$ cat config.mk
export PLATFORM = sky130hd
export DESIGN_NAME = keyboard_matrix_scanner
export DESIGN_NICKNAME = d
export VERILOG_FILES = /design/src/hdl/kbd_scan_pkg.sv /design/src/hdl/row_filter.sv /design/src/hdl/keyboard_matrix_scanner.sv
export SDC_FILE = /design/constraint.sdc
export NUM_CORES = 1
export LEC_CHECK = 0
export BUFFER_PORTS_ARGS = -buffer_cell sky130_fd_sc_hd__buf_2
export CAP_MARGIN = 0
export CORE_MARGIN = 3
export CORE_UTILIZATION = 40
export CTS_CLUSTER_DIAMETER = 200
export DETAILED_ROUTE_END_ITERATION = 12
export GPL_TIMING_DRIVEN = 0
export PLACE_DENSITY_LB_ADDON = 0.3
export REMOVE_ABC_BUFFERS = 1
export SYNTH_ARGS = -nofsm -noshare
export SYNTH_HDL_FRONTEND = slang
export SYNTH_SLANG_ARGS = --single-unit
$ cat constraint.sdc
create_clock -name sys_clk -period 5.53 [get_ports sys_clk]
set_input_delay 1.106 -clock sys_clk [delete_from_list [all_inputs] [get_ports sys_clk]]
set_output_delay 1.106 -clock sys_clk [all_outputs]
set_load 0.05 [all_outputs]
$ cat src/hdl/kbd_scan_pkg.sv
// constants, register map and state type of the key matrix scanner
// assumes a 200 MHz system clock and an AXI4-Lite register master
//
// Behaviour
// - idle holds all columns high, awaits row change
// - row change in idle requests clock, starts scan
// - idle clears row-hit and key-index to zero
// - row counter steps zero to rows minus one
// - after last row: row zero, column advances
// - both counters terminal: move to scan-end
// - key index counts; modifiers matched, others buffered
// - buffered value is the raw key index
// - two or more column hits: OR into row-hit
// - hit on earlier-column row-hit row sets ghost
// - scan-end with keys seen starts another pass
// - scan-end without keys: idle, drop clock request
// - column count programmable one to twenty
// - row count programmable one to eight
// - sixteen byte hardware key-code buffer
// - codes kept until read; on overflow new codes are dropped
// - any key count; ghosting key locked out
// - row inputs filtered against glitches and bounce
// - full matrix pass about 1.25 ms at 128 kHz
package kbd_scan_pkg;

  // clocking of the scan steps
  localparam int unsigned SYS_CLK_HZ   = 200_000_000;
  localparam int unsigned SCAN_CLK_HZ  = 128_000;
  localparam int unsigned TICK_CYCLES  = SYS_CLK_HZ / SCAN_CLK_HZ;
  localparam int          TICK_W       = 11;
  localparam logic [TICK_W-1:0] TICK_LAST = TICK_W'(TICK_CYCLES - 1);

  // matrix and buffer geometry
  localparam int NUM_ROWS   = 8;
  localparam int NUM_COLS   = 20;
  localparam int ROWS_W     = 4;
  localparam int COLS_W     = 5;
  localparam int ROW_IDX_W  = 3;
  localparam int CODE_W     = 8;
  localparam int FIFO_DEPTH = 16;
  localparam int FIFO_AW    = 4;
  localparam int LEVEL_W    = 5;
  localparam int NUM_MODS   = 4;
  localparam int FILT_LEN   = 4;
  localparam logic [LEVEL_W-1:0] FIFO_FULL_LVL = 5'h10;

  // bus widths
  localparam int ADDR_W = 8;
  localparam int DATA_W = 32;
  localparam int STRB_W = 4;

  // register byte offsets
  localparam logic [ADDR_W-1:0] OFF_CTRL    = 8'h00;
  localparam logic [ADDR_W-1:0] OFF_STATUS  = 8'h04;
  localparam logic [ADDR_W-1:0] OFF_KEYDATA = 8'h08;
  localparam logic [ADDR_W-1:0] OFF_MODCODE = 8'h0C;
  localparam logic [ADDR_W-1:0] OFF_MODSTAT = 8'h10;

  // control fields and reset values
  localparam int CTRL_EN_BIT   = 0;
  localparam int CTRL_ROWS_LSB = 8;
  localparam int CTRL_COLS_LSB = 16;
  localparam logic [ROWS_W-1:0] ROWS_MAX = 4'h8;
  localparam logic [COLS_W-1:0] COLS_MAX = 5'h14;
  localparam logic [CODE_W-1:0] MOD_CODE_RST = 8'hFF;

  // status and key data fields
  localparam int STB_GHOST     = 0;
  localparam int STB_OVF       = 1;
  localparam int STB_KEY       = 2;
  localparam int STB_EMPTY     = 3;
  localparam int STB_FULL      = 4;
  localparam int STB_BUSY      = 5;
  localparam int STB_LEVEL_LSB = 8;
  localparam int KEY_VALID_BIT = 8;

  // bus responses
  localparam logic [1:0] RESP_OKAY   = 2'h0;
  localparam logic [1:0] RESP_SLVERR = 2'h2;

  // scanner sequence
  typedef enum logic [1:0] {S_IDLE, S_SCAN, S_SCAN_END} scan_st_t;

endpackage : kbd_scan_pkg

$ cat src/hdl/row_filter.sv
// glitch and bounce filter for the row inputs
// assumes row inputs synchronous to sys_clk
`timescale 1ns/1ps
module row_filter (
  input  wire logic                              sys_clk,
  input  wire logic                              rstn,
  input  wire logic [kbd_scan_pkg::NUM_ROWS-1:0] rows_raw,
  output logic      [kbd_scan_pkg::NUM_ROWS-1:0] rows_clean
);
  import kbd_scan_pkg::*;

  logic [NUM_ROWS-1:0] hist_r [FILT_LEN];  // sample history
  logic [NUM_ROWS-1:0] clean_r;            // filtered level
  logic [NUM_ROWS-1:0] all_hi;             // every sample high
  logic [NUM_ROWS-1:0] all_lo;             // every sample low

  // a row changes only after FILT_LEN equal samples
  always_comb begin
    all_hi = {NUM_ROWS{1'b1}};
    all_lo = {NUM_ROWS{1'b1}};
    for (int i = 0; i < FILT_LEN; i++) begin
      all_hi = all_hi & hist_r[i];
      all_lo = all_lo & ~hist_r[i];
    end
  end

  // shift history, hold output while samples disagree
  always_ff @(posedge sys_clk or negedge rstn) begin
    if (!rstn) begin
      for (int i = 0; i < FILT_LEN; i++) hist_r[i] <= '0;
      clean_r <= '0;
    end else begin
      hist_r[0] <= rows_raw;
      for (int i = 1; i < FILT_LEN; i++) hist_r[i] <= hist_r[i-1];
      clean_r <= all_hi | (clean_r & ~all_lo);
    end
  end

  assign rows_clean = clean_r;

endmodule : row_filter

$ cat src/hdl/keyboard_matrix_scanner.sv
// key matrix scanner with AXI4-Lite register slave
// assumes rows pulled low, a pressed key links a driven-high column
//
// Local design decisions: the register addresses and the AXI4-Lite register port.
`timescale 1ns/1ps
module keyboard_matrix_scanner (
  input  wire logic                              sys_clk,
  input  wire logic                              rstn,
  input  wire logic [kbd_scan_pkg::NUM_ROWS-1:0] row_in,
  output logic      [kbd_scan_pkg::NUM_COLS-1:0] col_out,
  output logic                                   scan_clk_req,
  input  wire logic                              s_axi_awvalid,
  output logic                                   s_axi_awready,
  input  wire logic [kbd_scan_pkg::ADDR_W-1:0]   s_axi_awaddr,
  input  wire logic                              s_axi_wvalid,
  output logic                                   s_axi_wready,
  input  wire logic [kbd_scan_pkg::DATA_W-1:0]   s_axi_wdata,
  input  wire logic [kbd_scan_pkg::STRB_W-1:0]   s_axi_wstrb,
  output logic                                   s_axi_bvalid,
  input  wire logic                              s_axi_bready,
  output logic      [1:0]                        s_axi_bresp,
  input  wire logic                              s_axi_arvalid,
  output logic                                   s_axi_arready,
  input  wire logic [kbd_scan_pkg::ADDR_W-1:0]   s_axi_araddr,
  output logic                                   s_axi_rvalid,
  input  wire logic                              s_axi_rready,
  output logic      [kbd_scan_pkg::DATA_W-1:0]   s_axi_rdata,
  output logic      [1:0]                        s_axi_rresp
);
  import kbd_scan_pkg::*;

  ////////////////////////////////////////////////////////////////////////////
  // helper functions

  // mask of the active rows for a row count of 1..8
  function automatic logic [NUM_ROWS-1:0] row_mask(
    input logic [ROWS_W-1:0] n);
    logic [NUM_ROWS:0] one;
    one = {{NUM_ROWS{1'b0}}, 1'b1};
    row_mask = NUM_ROWS'((one << n) - one);
  endfunction : row_mask

  // true when two or more bits are set
  function automatic logic multi_hit(input logic [NUM_ROWS-1:0] v);
    multi_hit = (v & (v - NUM_ROWS'(1))) != '0;
  endfunction : multi_hit

  // keep a count in 1..hi
  function automatic logic [COLS_W-1:0] clamp(
    input logic [COLS_W-1:0] v, input logic [COLS_W-1:0] hi);
    if (v == '0) clamp = COLS_W'(1);
    else if (v > hi) clamp = hi;
    else clamp = v;
  endfunction : clamp

  // drive pattern selecting a single column
  function automatic logic [NUM_COLS-1:0] col_sel(
    input logic [COLS_W-1:0] c);
    col_sel = {{(NUM_COLS-1){1'b0}}, 1'b1} << c;
  endfunction : col_sel

  // which modifier codes equal the current key index
  function automatic logic [NUM_MODS-1:0] mod_hits(
    input logic [CODE_W*NUM_MODS-1:0] codes,
    input logic [CODE_W-1:0] idx);
    mod_hits = '0;
    for (int i = 0; i < NUM_MODS; i++)
      mod_hits[i] = codes[i*CODE_W +: CODE_W] == idx;
  endfunction : mod_hits

  // byte lane merge for partial writes
  function automatic logic [DATA_W-1:0] merge(
    input logic [DATA_W-1:0] old, input logic [DATA_W-1:0] nw,
    input logic [STRB_W-1:0] strb);
    merge = old;
    for (int i = 0; i < STRB_W; i++)
      if (strb[i]) merge[i*8 +: 8] = nw[i*8 +: 8];
  endfunction : merge

  ////////////////////////////////////////////////////////////////////////////
  // state and storage

  logic                       en_r;         // scanner enable
  logic [ROWS_W-1:0]          rows_cfg_r;   // active rows, 1..8
  logic [COLS_W-1:0]          cols_cfg_r;   // active columns, 1..20
  logic [CODE_W*NUM_MODS-1:0] mod_codes_r;  // modifier key indices
  logic [NUM_MODS-1:0]        mod_stat_r;   // modifiers held last pass
  logic [NUM_MODS-1:0]        mod_pass_r;   // modifiers seen this pass
  scan_st_t                   state_r;      // sequence state
  logic [ROW_IDX_W-1:0]       row_r;        // row counter
  logic [COLS_W-1:0]          col_r;        // column counter
  logic [CODE_W-1:0]          key_idx_r;    // key index counter
  logic [NUM_ROWS-1:0]        row_hit_r;    // multi-hit row history
  logic                       key_pass_r;   // any key in this pass
  logic                       clk_req_r;    // scan clock request
  logic [NUM_COLS-1:0]        col_drv_r;    // column drive pattern
  logic [TICK_W-1:0]          tick_cnt_r;   // scan step divider
  logic [NUM_ROWS-1:0]        rows_prev_r;  // filtered rows, one back
  logic                       ghost_r;      // ghost seen
  logic                       ovf_r;        // buffer overflowed
  logic                       key_seen_r;   // key seen since read
  logic [CODE_W-1:0]          fifo_r [FIFO_DEPTH]; // key code buffer
  logic [FIFO_AW-1:0]         wp_r;         // buffer write pointer
  logic [FIFO_AW-1:0]         rp_r;         // buffer read pointer
  logic [LEVEL_W-1:0]         lvl_r;        // buffer fill level
  logic [NUM_ROWS-1:0]        rows_f;       // filtered row inputs

  // bus side
  logic              awready_r, wready_r, bvalid_r;
  logic              arready_r, rvalid_r;
  logic              aw_hold_r, w_hold_r;   // write halves captured
  logic [ADDR_W-1:0] waddr_r;
  logic [DATA_W-1:0] wdata_r;
  logic [STRB_W-1:0] wstrb_r;
  logic [1:0]        bresp_r, rresp_r;
  logic [DATA_W-1:0] rdata_r;

  ////////////////////////////////////////////////////////////////////////////
  // row input filter

  row_filter u_row_filter (
    .sys_clk    (sys_clk),
    .rstn       (rstn),
    .rows_raw   (row_in),
    .rows_clean (rows_f)
  );

  ////////////////////////////////////////////////////////////////////////////
  // scan decode

  wire [NUM_ROWS-1:0] rows_act = rows_f & row_mask(rows_cfg_r);
  wire tick     = clk_req_r && (tick_cnt_r == TICK_LAST);
  wire step     = (state_r == S_SCAN) && tick;
  wire cur_key  = rows_act[row_r];
  wire ghost_hit = cur_key && row_hit_r[row_r];
  wire [NUM_MODS-1:0] mods = mod_hits(mod_codes_r, key_idx_r);
  wire is_mod   = |mods;
  wire last_row = row_r == ROW_IDX_W'(rows_cfg_r - ROWS_W'(1));
  wire last_col = col_r == (cols_cfg_r - COLS_W'(1));
  wire wake     = en_r && (rows_f != rows_prev_r);
  wire fifo_full  = lvl_r == FIFO_FULL_LVL;
  wire fifo_empty = lvl_r == '0;
  // ghosting key is locked out of the buffer
  wire push     = step && cur_key && !ghost_hit && !is_mod;
  wire push_ok  = push && !fifo_full;

  ////////////////////////////////////////////////////////////////////////////
  // bus decode

  wire aw_hs  = s_axi_awvalid && awready_r;
  wire w_hs   = s_axi_wvalid && wready_r;
  wire wr_do  = aw_hold_r && w_hold_r && !bvalid_r;
  wire wr_ctrl = wr_do && (waddr_r == OFF_CTRL);
  wire wr_mod  = wr_do && (waddr_r == OFF_MODCODE);
  wire aw_hold_nxt = (aw_hold_r || aw_hs) && !wr_do;
  wire w_hold_nxt  = (w_hold_r || w_hs) && !wr_do;
  wire bvalid_nxt  = wr_do || (bvalid_r && !s_axi_bready);
  wire ar_hs  = s_axi_arvalid && arready_r;
  wire rvalid_nxt  = ar_hs || (rvalid_r && !s_axi_rready);
  wire rd_stat = ar_hs && (s_axi_araddr == OFF_STATUS);
  wire rd_key  = ar_hs && (s_axi_araddr == OFF_KEYDATA);
  wire pop     = rd_key && !fifo_empty;

  wire [DATA_W-1:0] ctrl_word =
    (DATA_W'(cols_cfg_r) << CTRL_COLS_LSB) |
    (DATA_W'(rows_cfg_r) << CTRL_ROWS_LSB) |
    (DATA_W'(en_r) << CTRL_EN_BIT);
  wire [DATA_W-1:0] ctrl_new = merge(ctrl_word, wdata_r, wstrb_r);
  wire [DATA_W-1:0] mod_new  = merge(mod_codes_r, wdata_r, wstrb_r);
  // status word, polled by software
  wire [DATA_W-1:0] stat_word =
    (DATA_W'(lvl_r) << STB_LEVEL_LSB) |
    (DATA_W'(state_r != S_IDLE) << STB_BUSY) |
    (DATA_W'(fifo_full) << STB_FULL) |
    (DATA_W'(fifo_empty) << STB_EMPTY) |
    (DATA_W'(key_seen_r) << STB_KEY) |
    (DATA_W'(ovf_r) << STB_OVF) |
    (DATA_W'(ghost_r) << STB_GHOST);
  wire [DATA_W-1:0] key_word =
    (DATA_W'(!fifo_empty) << KEY_VALID_BIT) | DATA_W'(fifo_r[rp_r]);
  wire rd_stat_a = s_axi_araddr == OFF_STATUS;
  wire mapped_rd = (s_axi_araddr == OFF_CTRL) || rd_stat_a ||
                   (s_axi_araddr == OFF_KEYDATA) ||
                   (s_axi_araddr == OFF_MODCODE) ||
                   (s_axi_araddr == OFF_MODSTAT);
  wire [DATA_W-1:0] rd_word =
    (s_axi_araddr == OFF_CTRL)    ? ctrl_word :
    rd_stat_a                     ? stat_word :
    (s_axi_araddr == OFF_KEYDATA) ? key_word :
    (s_axi_araddr == OFF_MODCODE) ? mod_codes_r :
    (s_axi_araddr == OFF_MODSTAT) ? DATA_W'(mod_stat_r) : '0;

  ////////////////////////////////////////////////////////////////////////////
  // write channel: address and data taken in either order

  always_ff @(posedge sys_clk or negedge rstn) begin
    if (!rstn) begin
      aw_hold_r <= 1'b0;
      w_hold_r  <= 1'b0;
      awready_r <= 1'b0;
      wready_r  <= 1'b0;
      bvalid_r  <= 1'b0;
      bresp_r   <= RESP_OKAY;
      waddr_r   <= '0;
      wdata_r   <= '0;
      wstrb_r   <= '0;
    end else begin
      aw_hold_r <= aw_hold_nxt;
      w_hold_r  <= w_hold_nxt;
      awready_r <= !aw_hold_nxt && !bvalid_nxt;
      wready_r  <= !w_hold_nxt && !bvalid_nxt;
      bvalid_r  <= bvalid_nxt;
      if (aw_hs) waddr_r <= s_axi_awaddr;
      if (w_hs) begin
        wdata_r <= s_axi_wdata;
        wstrb_r <= s_axi_wstrb;
      end
      // only control and modifier words are writable
      if (wr_do) bresp_r <= (wr_ctrl || wr_mod) ? RESP_OKAY : RESP_SLVERR;
    end
  end

  // read channel: answer one cycle after the address
  always_ff @(posedge sys_clk or negedge rstn) begin
    if (!rstn) begin
      arready_r <= 1'b0;
      rvalid_r  <= 1'b0;
      rdata_r   <= '0;
      rresp_r   <= RESP_OKAY;
    end else begin
      arready_r <= !rvalid_nxt;
      rvalid_r  <= rvalid_nxt;
      if (ar_hs) begin
        rdata_r <= rd_word;
        rresp_r <= mapped_rd ? RESP_OKAY : RESP_SLVERR;
      end
    end
  end

  // configuration registers, counts kept in range
  always_ff @(posedge sys_clk or negedge rstn) begin
    if (!rstn) begin
      en_r        <= 1'b0;
      rows_cfg_r  <= ROWS_MAX;
      cols_cfg_r  <= COLS_MAX;
      mod_codes_r <= {NUM_MODS{MOD_CODE_RST}};
    end else begin
      if (wr_ctrl) begin
        en_r       <= ctrl_new[CTRL_EN_BIT];
        rows_cfg_r <= ROWS_W'(clamp(
          COLS_W'(ctrl_new[CTRL_ROWS_LSB +: ROWS_W]),
          COLS_W'(ROWS_MAX)));
        cols_cfg_r <= clamp(ctrl_new[CTRL_COLS_LSB +: COLS_W],
                            COLS_MAX);
      end
      if (wr_mod) mod_codes_r <= mod_new;
    end
  end

  ////////////////////////////////////////////////////////////////////////////
  // status flags: a set in the clearing cycle wins

  always_ff @(posedge sys_clk or negedge rstn) begin
    if (!rstn) begin
      ghost_r    <= 1'b0;
      key_seen_r <= 1'b0;
      ovf_r      <= 1'b0;
    end else begin
      ghost_r    <= (ghost_r && !rd_stat) || (step && ghost_hit);
      key_seen_r <= (key_seen_r && !rd_stat) || (step && cur_key);
      ovf_r      <= (ovf_r && !rd_key) || (push && fifo_full);
    end
  end

  // key code buffer, kept until read
  always_ff @(posedge sys_clk or negedge rstn) begin
    if (!rstn) begin
      for (int i = 0; i < FIFO_DEPTH; i++) fifo_r[i] <= '0;
      wp_r  <= '0;
      rp_r  <= '0;
      lvl_r <= '0;
    end else begin
      if (push_ok) begin
        fifo_r[wp_r] <= key_idx_r;
        wp_r <= wp_r + FIFO_AW'(1);
      end
      if (pop) rp_r <= rp_r + FIFO_AW'(1);
      if (push_ok && !pop) lvl_r <= lvl_r + LEVEL_W'(1);
      else if (pop && !push_ok) lvl_r <= lvl_r - LEVEL_W'(1);
    end
  end

  ////////////////////////////////////////////////////////////////////////////
  // scan step divider, runs only while the clock is requested

  always_ff @(posedge sys_clk or negedge rstn) begin
    if (!rstn) begin
      tick_cnt_r  <= '0;
      rows_prev_r <= '0;
    end else begin
      tick_cnt_r  <= (!clk_req_r || tick) ? '0 : tick_cnt_r + TICK_W'(1);
      rows_prev_r <= rows_f;
    end
  end

  // scan sequence
  always_ff @(posedge sys_clk or negedge rstn) begin
    if (!rstn) begin
      state_r    <= S_IDLE;
      row_r      <= '0;
      col_r      <= '0;
      key_idx_r  <= '0;
      row_hit_r  <= '0;
      key_pass_r <= 1'b0;
      mod_pass_r <= '0;
      mod_stat_r <= '0;
      clk_req_r  <= 1'b0;
      col_drv_r  <= {NUM_COLS{1'b1}};
    end else begin
      unique case (state_r)
        // all columns high, wait for a row to move
        S_IDLE: begin
          col_drv_r  <= {NUM_COLS{1'b1}};
          row_r      <= '0;
          col_r      <= '0;
          key_idx_r  <= '0;
          row_hit_r  <= '0;
          key_pass_r <= 1'b0;
          mod_pass_r <= '0;
          if (wake) begin
            state_r   <= S_SCAN;
            clk_req_r <= 1'b1;
            col_drv_r <= col_sel('0);
          end
        end
        // one matrix position per step
        S_SCAN: begin
          if (!en_r) begin
            state_r   <= S_IDLE;
            clk_req_r <= 1'b0;
            col_drv_r <= {NUM_COLS{1'b1}};
          end else if (tick) begin
            key_idx_r <= key_idx_r + CODE_W'(1);
            if (cur_key) key_pass_r <= 1'b1;
            if (cur_key) mod_pass_r <= mod_pass_r | mods;
            if (last_row && multi_hit(rows_act))
              row_hit_r <= row_hit_r | rows_act;
            if (!last_row) begin
              row_r <= row_r + ROW_IDX_W'(1);
            end else begin
              row_r <= '0;
              if (last_col) begin
                state_r   <= S_SCAN_END;
                col_drv_r <= '0;
              end else begin
                col_r     <= col_r + COLS_W'(1);
                col_drv_r <= col_sel(col_r + COLS_W'(1));
              end
            end
          end
        end
        // decide on another pass
        S_SCAN_END: begin
          mod_stat_r <= mod_pass_r;
          row_r      <= '0;
          col_r      <= '0;
          key_idx_r  <= '0;
          row_hit_r  <= '0;
          key_pass_r <= 1'b0;
          mod_pass_r <= '0;
          if (key_pass_r) begin
            state_r   <= S_SCAN;
            col_drv_r <= col_sel('0);
          end else begin
            state_r   <= S_IDLE;
            clk_req_r <= 1'b0;
            col_drv_r <= {NUM_COLS{1'b1}};
          end
        end
      endcase
    end
  end

  ////////////////////////////////////////////////////////////////////////////
  // outputs, all from flip-flops

  assign col_out       = col_drv_r;
  assign scan_clk_req  = clk_req_r;
  assign s_axi_awready = awready_r;
  assign s_axi_wready  = wready_r;
  assign s_axi_bvalid  = bvalid_r;
  assign s_axi_bresp   = bresp_r;
  assign s_axi_arready = arready_r;
  assign s_axi_rvalid  = rvalid_r;
  assign s_axi_rdata   = rdata_r;
  assign s_axi_rresp   = rresp_r;

endmodule : keyboard_matrix_scanner

**After elaboration in Yosys (flattened, before gate mapping)**

Index checks and enable logic that the tools add are counted.

- Register bits: 388
- Output and inout port bits: 62

- Add/subtract/negate cells: 12
- Order comparisons: 6
- Equality and inequality tests: 28
- Shifts and indexed selects: 2
- Mux-type cells: 69
- Bitwise gates (word level): 28
- Reductions and logical operators: 85

Operators with widths:

| kind | count |
|---|---|
| 128-bit bitwise mux | 1 |
| 32-bit two-way mux | 4 |
| 20-bit two-way mux | 6 |
| 8-bit AND | 9 |
| 8-bit two-way mux | 8 |
| 20-bit one-hot mux with 3 select lines | 1 |
| 5-bit two-way mux | 9 |
| 8-bit inverter | 5 |
| 1-bit logical AND | 33 |
| 8-bit binary-select mux with 4-bit select | 1 |
| 8-bit demux with 4-bit select | 1 |
| 8-bit == test | 4 |
| 8-bit one-hot mux with 2 select lines | 2 |
| 4-bit two-way mux | 7 |
| 8-bit by 4-bit == test with 1-bit output, second input constant | 3 |
| 21-bit by 1-bit bitwise OR with 21-bit output | 1 |
| 21-bit by 12-bit bitwise OR with 21-bit output | 1 |
| 1-bit by 5-bit left shift with 20-bit output, first input constant | 1 |
| 1-bit logical NOT | 17 |
| 8-bit logical NOT | 2 |
| 2-bit != test, second input constant | 8 |
| 8-bit bitwise OR | 2 |
| 8-bit by 1-bit subtractor with 8-bit output, second input constant | 2 |
| 2-bit two-way mux | 7 |
| 54 further kinds | 95 |

**Longest topological paths before layout**

- Depth after elaboration: 14
- Mapped depth: 20
- Gate-level depth less buffers: 18

**Modules after synthesis**

A second synthesis with hierarchy kept.

- Cell total of the unflattened synthesis: 1,438
- Area, all modules: 18,123.6 µm²

Modules (own cells, without submodules):

| module | instances | cells an instance | area each (µm²) | seq. area each (µm²) |
|---|---|---|---|---|
| keyboard_matrix_scanner | 1 | 1,374 | 16,912.5 | 8,727.1 |
| row_filter | 1 | 64 | 1,211.2 | 1,001.0 |

**Worst setup path after synthesis**

Ideal clock, no wire load.

- Path kind: reg2reg
- Start point: register rows_cfg_r[0]
- End point: register lvl_r[4]
- Arrival: 4.611 ns
- Required time: 5.405 ns
- Slack: 0.794 ns
- Cell stages (with the launch flop): 20
- Period minus slack after synthesis: 4.736 ns
- Cells stage by stage: dfrtp_1 > inv_1 > ha_1 > or3b_2 > ha_1 > nand2b_1 > mux2_4 > mux4_2 > nor2b_4 > or3_4 > buf_6 > nor4_1 > ha_1 > inv_1 > fa_1 > a21o_1 > a21oi_1 > xnor2_1 > nor2_1 > xor2_1

- Cells in the longest elaborated chain, start to end: 13
- Elaborated cells between the ends (all ways): 16
- Those cells by class: add/sub (1); shift (1); mux (3); bitwise (1); reduce/logical (10)

RTL lines:

| what | RTL line | source |
|---|---|---|
| start, declared | keyboard_matrix_scanner.sv:84 | `logic [ROWS_W-1:0] rows_cfg_r;` |
| start signal, assigned | keyboard_matrix_scanner.sv:250 | `rows_cfg_r <= ROWS_W'(clamp(` |
| 1-bit by 4-bit left shift with 8-bit output * | keyboard_matrix_scanner.sv:40 | `row_mask = NUM_ROWS'((one << n) - one);` |
| 8-bit by 1-bit subtractor with 8-bit output * | keyboard_matrix_scanner.sv:40 |  |
| 8-bit AND * | keyboard_matrix_scanner.sv:131 | `wire [NUM_ROWS-1:0] rows_act = rows_f & row_mask(rows_cfg_r);` |
| 1-bit binary-select mux with 3-bit select * | keyboard_matrix_scanner.sv:134 | `wire cur_key = rows_act[row_r];` |
| 1-bit two-way mux (implied by the code) * | keyboard_matrix_scanner.sv:134 |  |
| 1-bit logical AND | keyboard_matrix_scanner.sv:135 | `wire ghost_hit = cur_key && row_hit_r[row_r];` |
| 1-bit logical NOT | keyboard_matrix_scanner.sv:144 | `wire push = step && cur_key && !ghost_hit && !is_mod;` |
| 1-bit logical AND * (2 in series) | keyboard_matrix_scanner.sv:144 |  |
| 1-bit logical AND * | keyboard_matrix_scanner.sv:145 | `wire push_ok = push && !fifo_full;` |
| named net push_ok | keyboard_matrix_scanner.sv:145 |  |
| 1-bit logical NOT | keyboard_matrix_scanner.sv:289 | `else if (pop && !push_ok) lvl_r <= lvl_r - LEVEL_W'(1);` |
| 1-bit logical AND | keyboard_matrix_scanner.sv:289 |  |
| 2-bit nonzero test (no source line) | n/a |  |
| end signal, assigned | keyboard_matrix_scanner.sv:288 | `if (push_ok && !pop) lvl_r <= lvl_r + LEVEL_W'(1);` |
| end signal, assigned | keyboard_matrix_scanner.sv:289 |  |
| end, declared | keyboard_matrix_scanner.sv:105 | `logic [LEVEL_W-1:0] lvl_r;` |

The timed path passes the listed nets; every way through them passes the cells marked *. The select of a mux whose other input is x is not followed.
A chain may end at the register's enable or synchronous reset.

**Worst setup path after layout**

- Start point: register rows_cfg_r[1]
- End point: register lvl_r[4]

The elaborated chain is that of the path after synthesis.

==> key figures <==
Outcome
  • Status: completed

Clock network
  • H-tree levels: 2
  • Clock Tree Buf Depth: 3
  • Post_cts resized: 0
  • Clk slew on worst S/H paths: 0.06 ns
  • CTS Hold Bufs: 0
  • Root Driver: clkbuf_16
  • Clock sink total: 386
  • Clk_lat worst skew: 0.54 ns
  • Cts bufs inserted: 42
  • TritonCTS clock tree: yes
  • Post-CTS Setup Bufs: 0

Place
  • HPWL Detailed: 28000 um
  • Inst Count DP: 2060
  • PortBufs: 126
  • Routability cong.: 0.816

Global route
  • Largest net degree at the start of global routing: 130
  • Total GRT Usage: 0.174
  • Total grt overflow: 0
  • Initial antenna violation count: 1
  • Global-route wire length before repair: 66600 um
  • Vias in the first global route: 11758

Logic synthesis
  • Post-synthesis area per instance: 12.7 um^2
  • YS warnings: 0
  • Asr flop ratio synth: 1.00
  • Post-synth EDFFs: 0
  • Seq/Total Area, Yosys: 0.535
  • Post-synthesis register bit count: 386
  • Cell Area, Synth: 18200 um^2
  • Post-synthesis cell count: 1431
  • Synth cell types: 78
  • Top_reg_cell synth: dfrtp_1

Power
  • Lkg Pwr: 0.00946 uW
  • Peak VDD IR: 0.368 mV
  • Pwr dens: 404 nW/um^2
  • Overall power: 8300 uW

Drt
  • Routed length per instance: 19.5 um
  • Post-DR vias/cell: 5.39
  • Post-route ant nets: 0
  • Via Count: 11507
  • Initial DRT Pass Iterations: 7
  • Final wirelength: 41600 um
  • Residual DRC: 0
  • DRT iter0 DRCs: 802

STA
  • Post-route minimum period: 5.19 ns
  • RSZ-0062 raised after global routing: no
  • Final setup fails: 0
  • Final hold violation count: 0
  • Fmax: 193 MHz
  • Slew @ Worst Pin: 1.24 ns
  • Slew Limit Fails: 0
  • Slew margin rel.: 0.171
  • Setup TNS: 0 ns
  • Post-Route Skew: 0.0264 ns
  • Hold WS: 0.357 ns
  • Final Cycle Share: 0.938

Setup path
  • CP max FO: 13
  • Critical Path, Cell by Cell: inv_1, ha_1, or3b_2, ha_1, nand2b_1, mux2_4, mux4_2, nor2b_4, or3_4, nor4_1, ha_1, inv_1, fa_1, a21o_1, a21oi_1, xnor2_1, nor2_1, xor2_1
  • CP max-delay cell: or3b_2
  • Crit path largest cell delay: 0.50 ns
  • Setup Crit Path Kind: flop to flop
  • CP Data Required Time: 5.96 ns
  • Worst Path Arrival: 5.62 ns
  • Crit path top cell by count: ha_1
  • Worst Reg-to-Reg Cells: 18
  • Setup crit end kind: flop
  • Nature of the critical path startpoint: flop

Worst hold path
  • HP Class: flop to flop
  • Hold Crit Depth: 0

Floorplan
  • Total die area: 48100 um^2
  • Die W: 219 um
  • Placeable Area: 44600 um^2
  • Initial Util: 0.408
  • Std-Cell Rows: 77
  • Die height: 219 um
  • # IOs: 129

Cells and area
  • Most frequent cells in the layout: 330 x dfrtp_1, 125 x buf_2, 121 x mux2_2
  • Final nets: 1608
  • Final Non-Filler Cells: 2135
  • FF+latch area: 9730 um^2
  • Area Overhead vs Synth: 13.0%
  • Area taken by multi-input logic gates: 7910 um^2
  • Share of cells above drive strength 1: 0.330
  • Filler cells: 3982
  • Ant diodes: 0
  • Commonest non-fill, non-tap cell in the layout: dfrtp_1

Run
  • Max-cap violation count: 0
[worst max-delay path, delay by kind of cell, from the launching register on]
family | cells | cell delay (ns)
DFF | 1 | 0.42
adders and majority gates | 4 | 1.32
muxes | 2 | 0.75
buffers and inverters | 2 | 0.28
xor gates and xnor gates | 2 | 0.27
AOI/OAI and AO/OA | 2 | 0.36
and+or+nand+nor | 6 | 1.64
[report_power, final]
group	switching [uW]	total, uW	leakage (uW)	internal (uW)
logic	1200	1910	0.00386	702
clock network	1120	2650	0.000647	1520
registers	437	3740	0.00495	3310
total	2770	8300	0.00946	5530
[layer usage]
metal / vias to the layer above / wire length, um / track usage
li1: 5316 / - / -
met2: 235 / 19200 / 0.273
met3: 59 / 1750 / 0.0260
met4: 0 / 877 / 0.0419
met5: - / 0 / 0
met1: 5897 / 19800 / 0.254
[state kept, by name, summed over array words and instances, names as in the netlist, 5 cells and up]
signal,count
mod_codes_r,32
wdata_r,32
col_out,20
fifo_r,128
cols_cfg_r,5
col_r,5
u_row_filter.hist_r,32
key_idx_r,8
u_row_filter.rows_clean,8
row_hit_r,8
rows_prev_r,8
waddr_r,8
tick_cnt_r,11
s_axi_rdata,32
lvl_r,5
[cell type report]
type | count | area share
flip-flops and latches | 386 | 0.473
multi-input cells | 916 | 0.385
clock buffers | 60 | 0.0589
repair buffers | 132 | 0.0371
well taps | 592 | 0.0360
inverters | 34 | 0.00621
clock inverters | 15 | 0.00390
[cells in the mapped netlist, types with 24 or more instances]
library cell | count | area share
mux2_4 | 73 | 0.060
ha_1 | 28 | 0.019
mux4_2 | 43 | 0.053
dfrtp_1 | 331 | 0.46
dfstp_2 | 55 | 0.079
nand2_1 | 83 | 0.017
mux2_1 | 24 | 0.015
xnor2_1 | 60 | 0.029
inv_1 | 34 | 0.0070
o21ai_0 | 55 | 0.015
mux2_2 | 121 | 0.075
nor2_1 | 84 | 0.017
a21oi_1 | 49 | 0.013
nand3_1 | 29 | 0.0080
clkbuf_1 | 66 | 0.014
nor3_1 | 32 | 0.0088
[final timing paths]
check | from | endpoint | slack [ns]
worst max-delay path | rows_cfg_r[1] | lvl_r[4] | 0.34
worst min-delay path | u_row_filter.hist_r[22] | u_row_filter.hist_r[14] | 0.36
worst max register to register | rows_cfg_r[1] | lvl_r[4] | 0.34
worst min register to register | u_row_filter.hist_r[22] | u_row_filter.hist_r[14] | 0.36
max in group asynchronous | rstn | fifo_r[79] | 4.02
min in group asynchronous | rstn | u_row_filter.hist_r[28] | 0.50
[per-stage QoR]
stage	area (um^2)	util	setup WS, ns
finish	20600	0.461	0.344
global route	20600	0.461	0.0107
CTS	20600	0.461	0.379
detailed placement	19300	0.432	0.400
global placement	19100	0.429	-4.10
floorplan	17700	-	0.865
[kinds of logic (layout without fill, tap and decap cells)]
logic type / after synthesis / in the layout / synth area share
flip-flops: 386 / 386 / 0.535
AND/OR/NAND/NOR: 334 / 334 / 0.0947
multiplexers: 265 / 265 / 0.205
AO/OA/AOI/OAI: 211 / 211 / 0.0756
buffers and inverters: 130 / 241 / 0.0319
XOR/XNOR: 73 / 73 / 0.0360
adder cells (fa/ha/maj): 31 / 31 / 0.0215
other: 1 / 2 / 0.000206
Note: power is estimated with default switching activity, not from simulation.
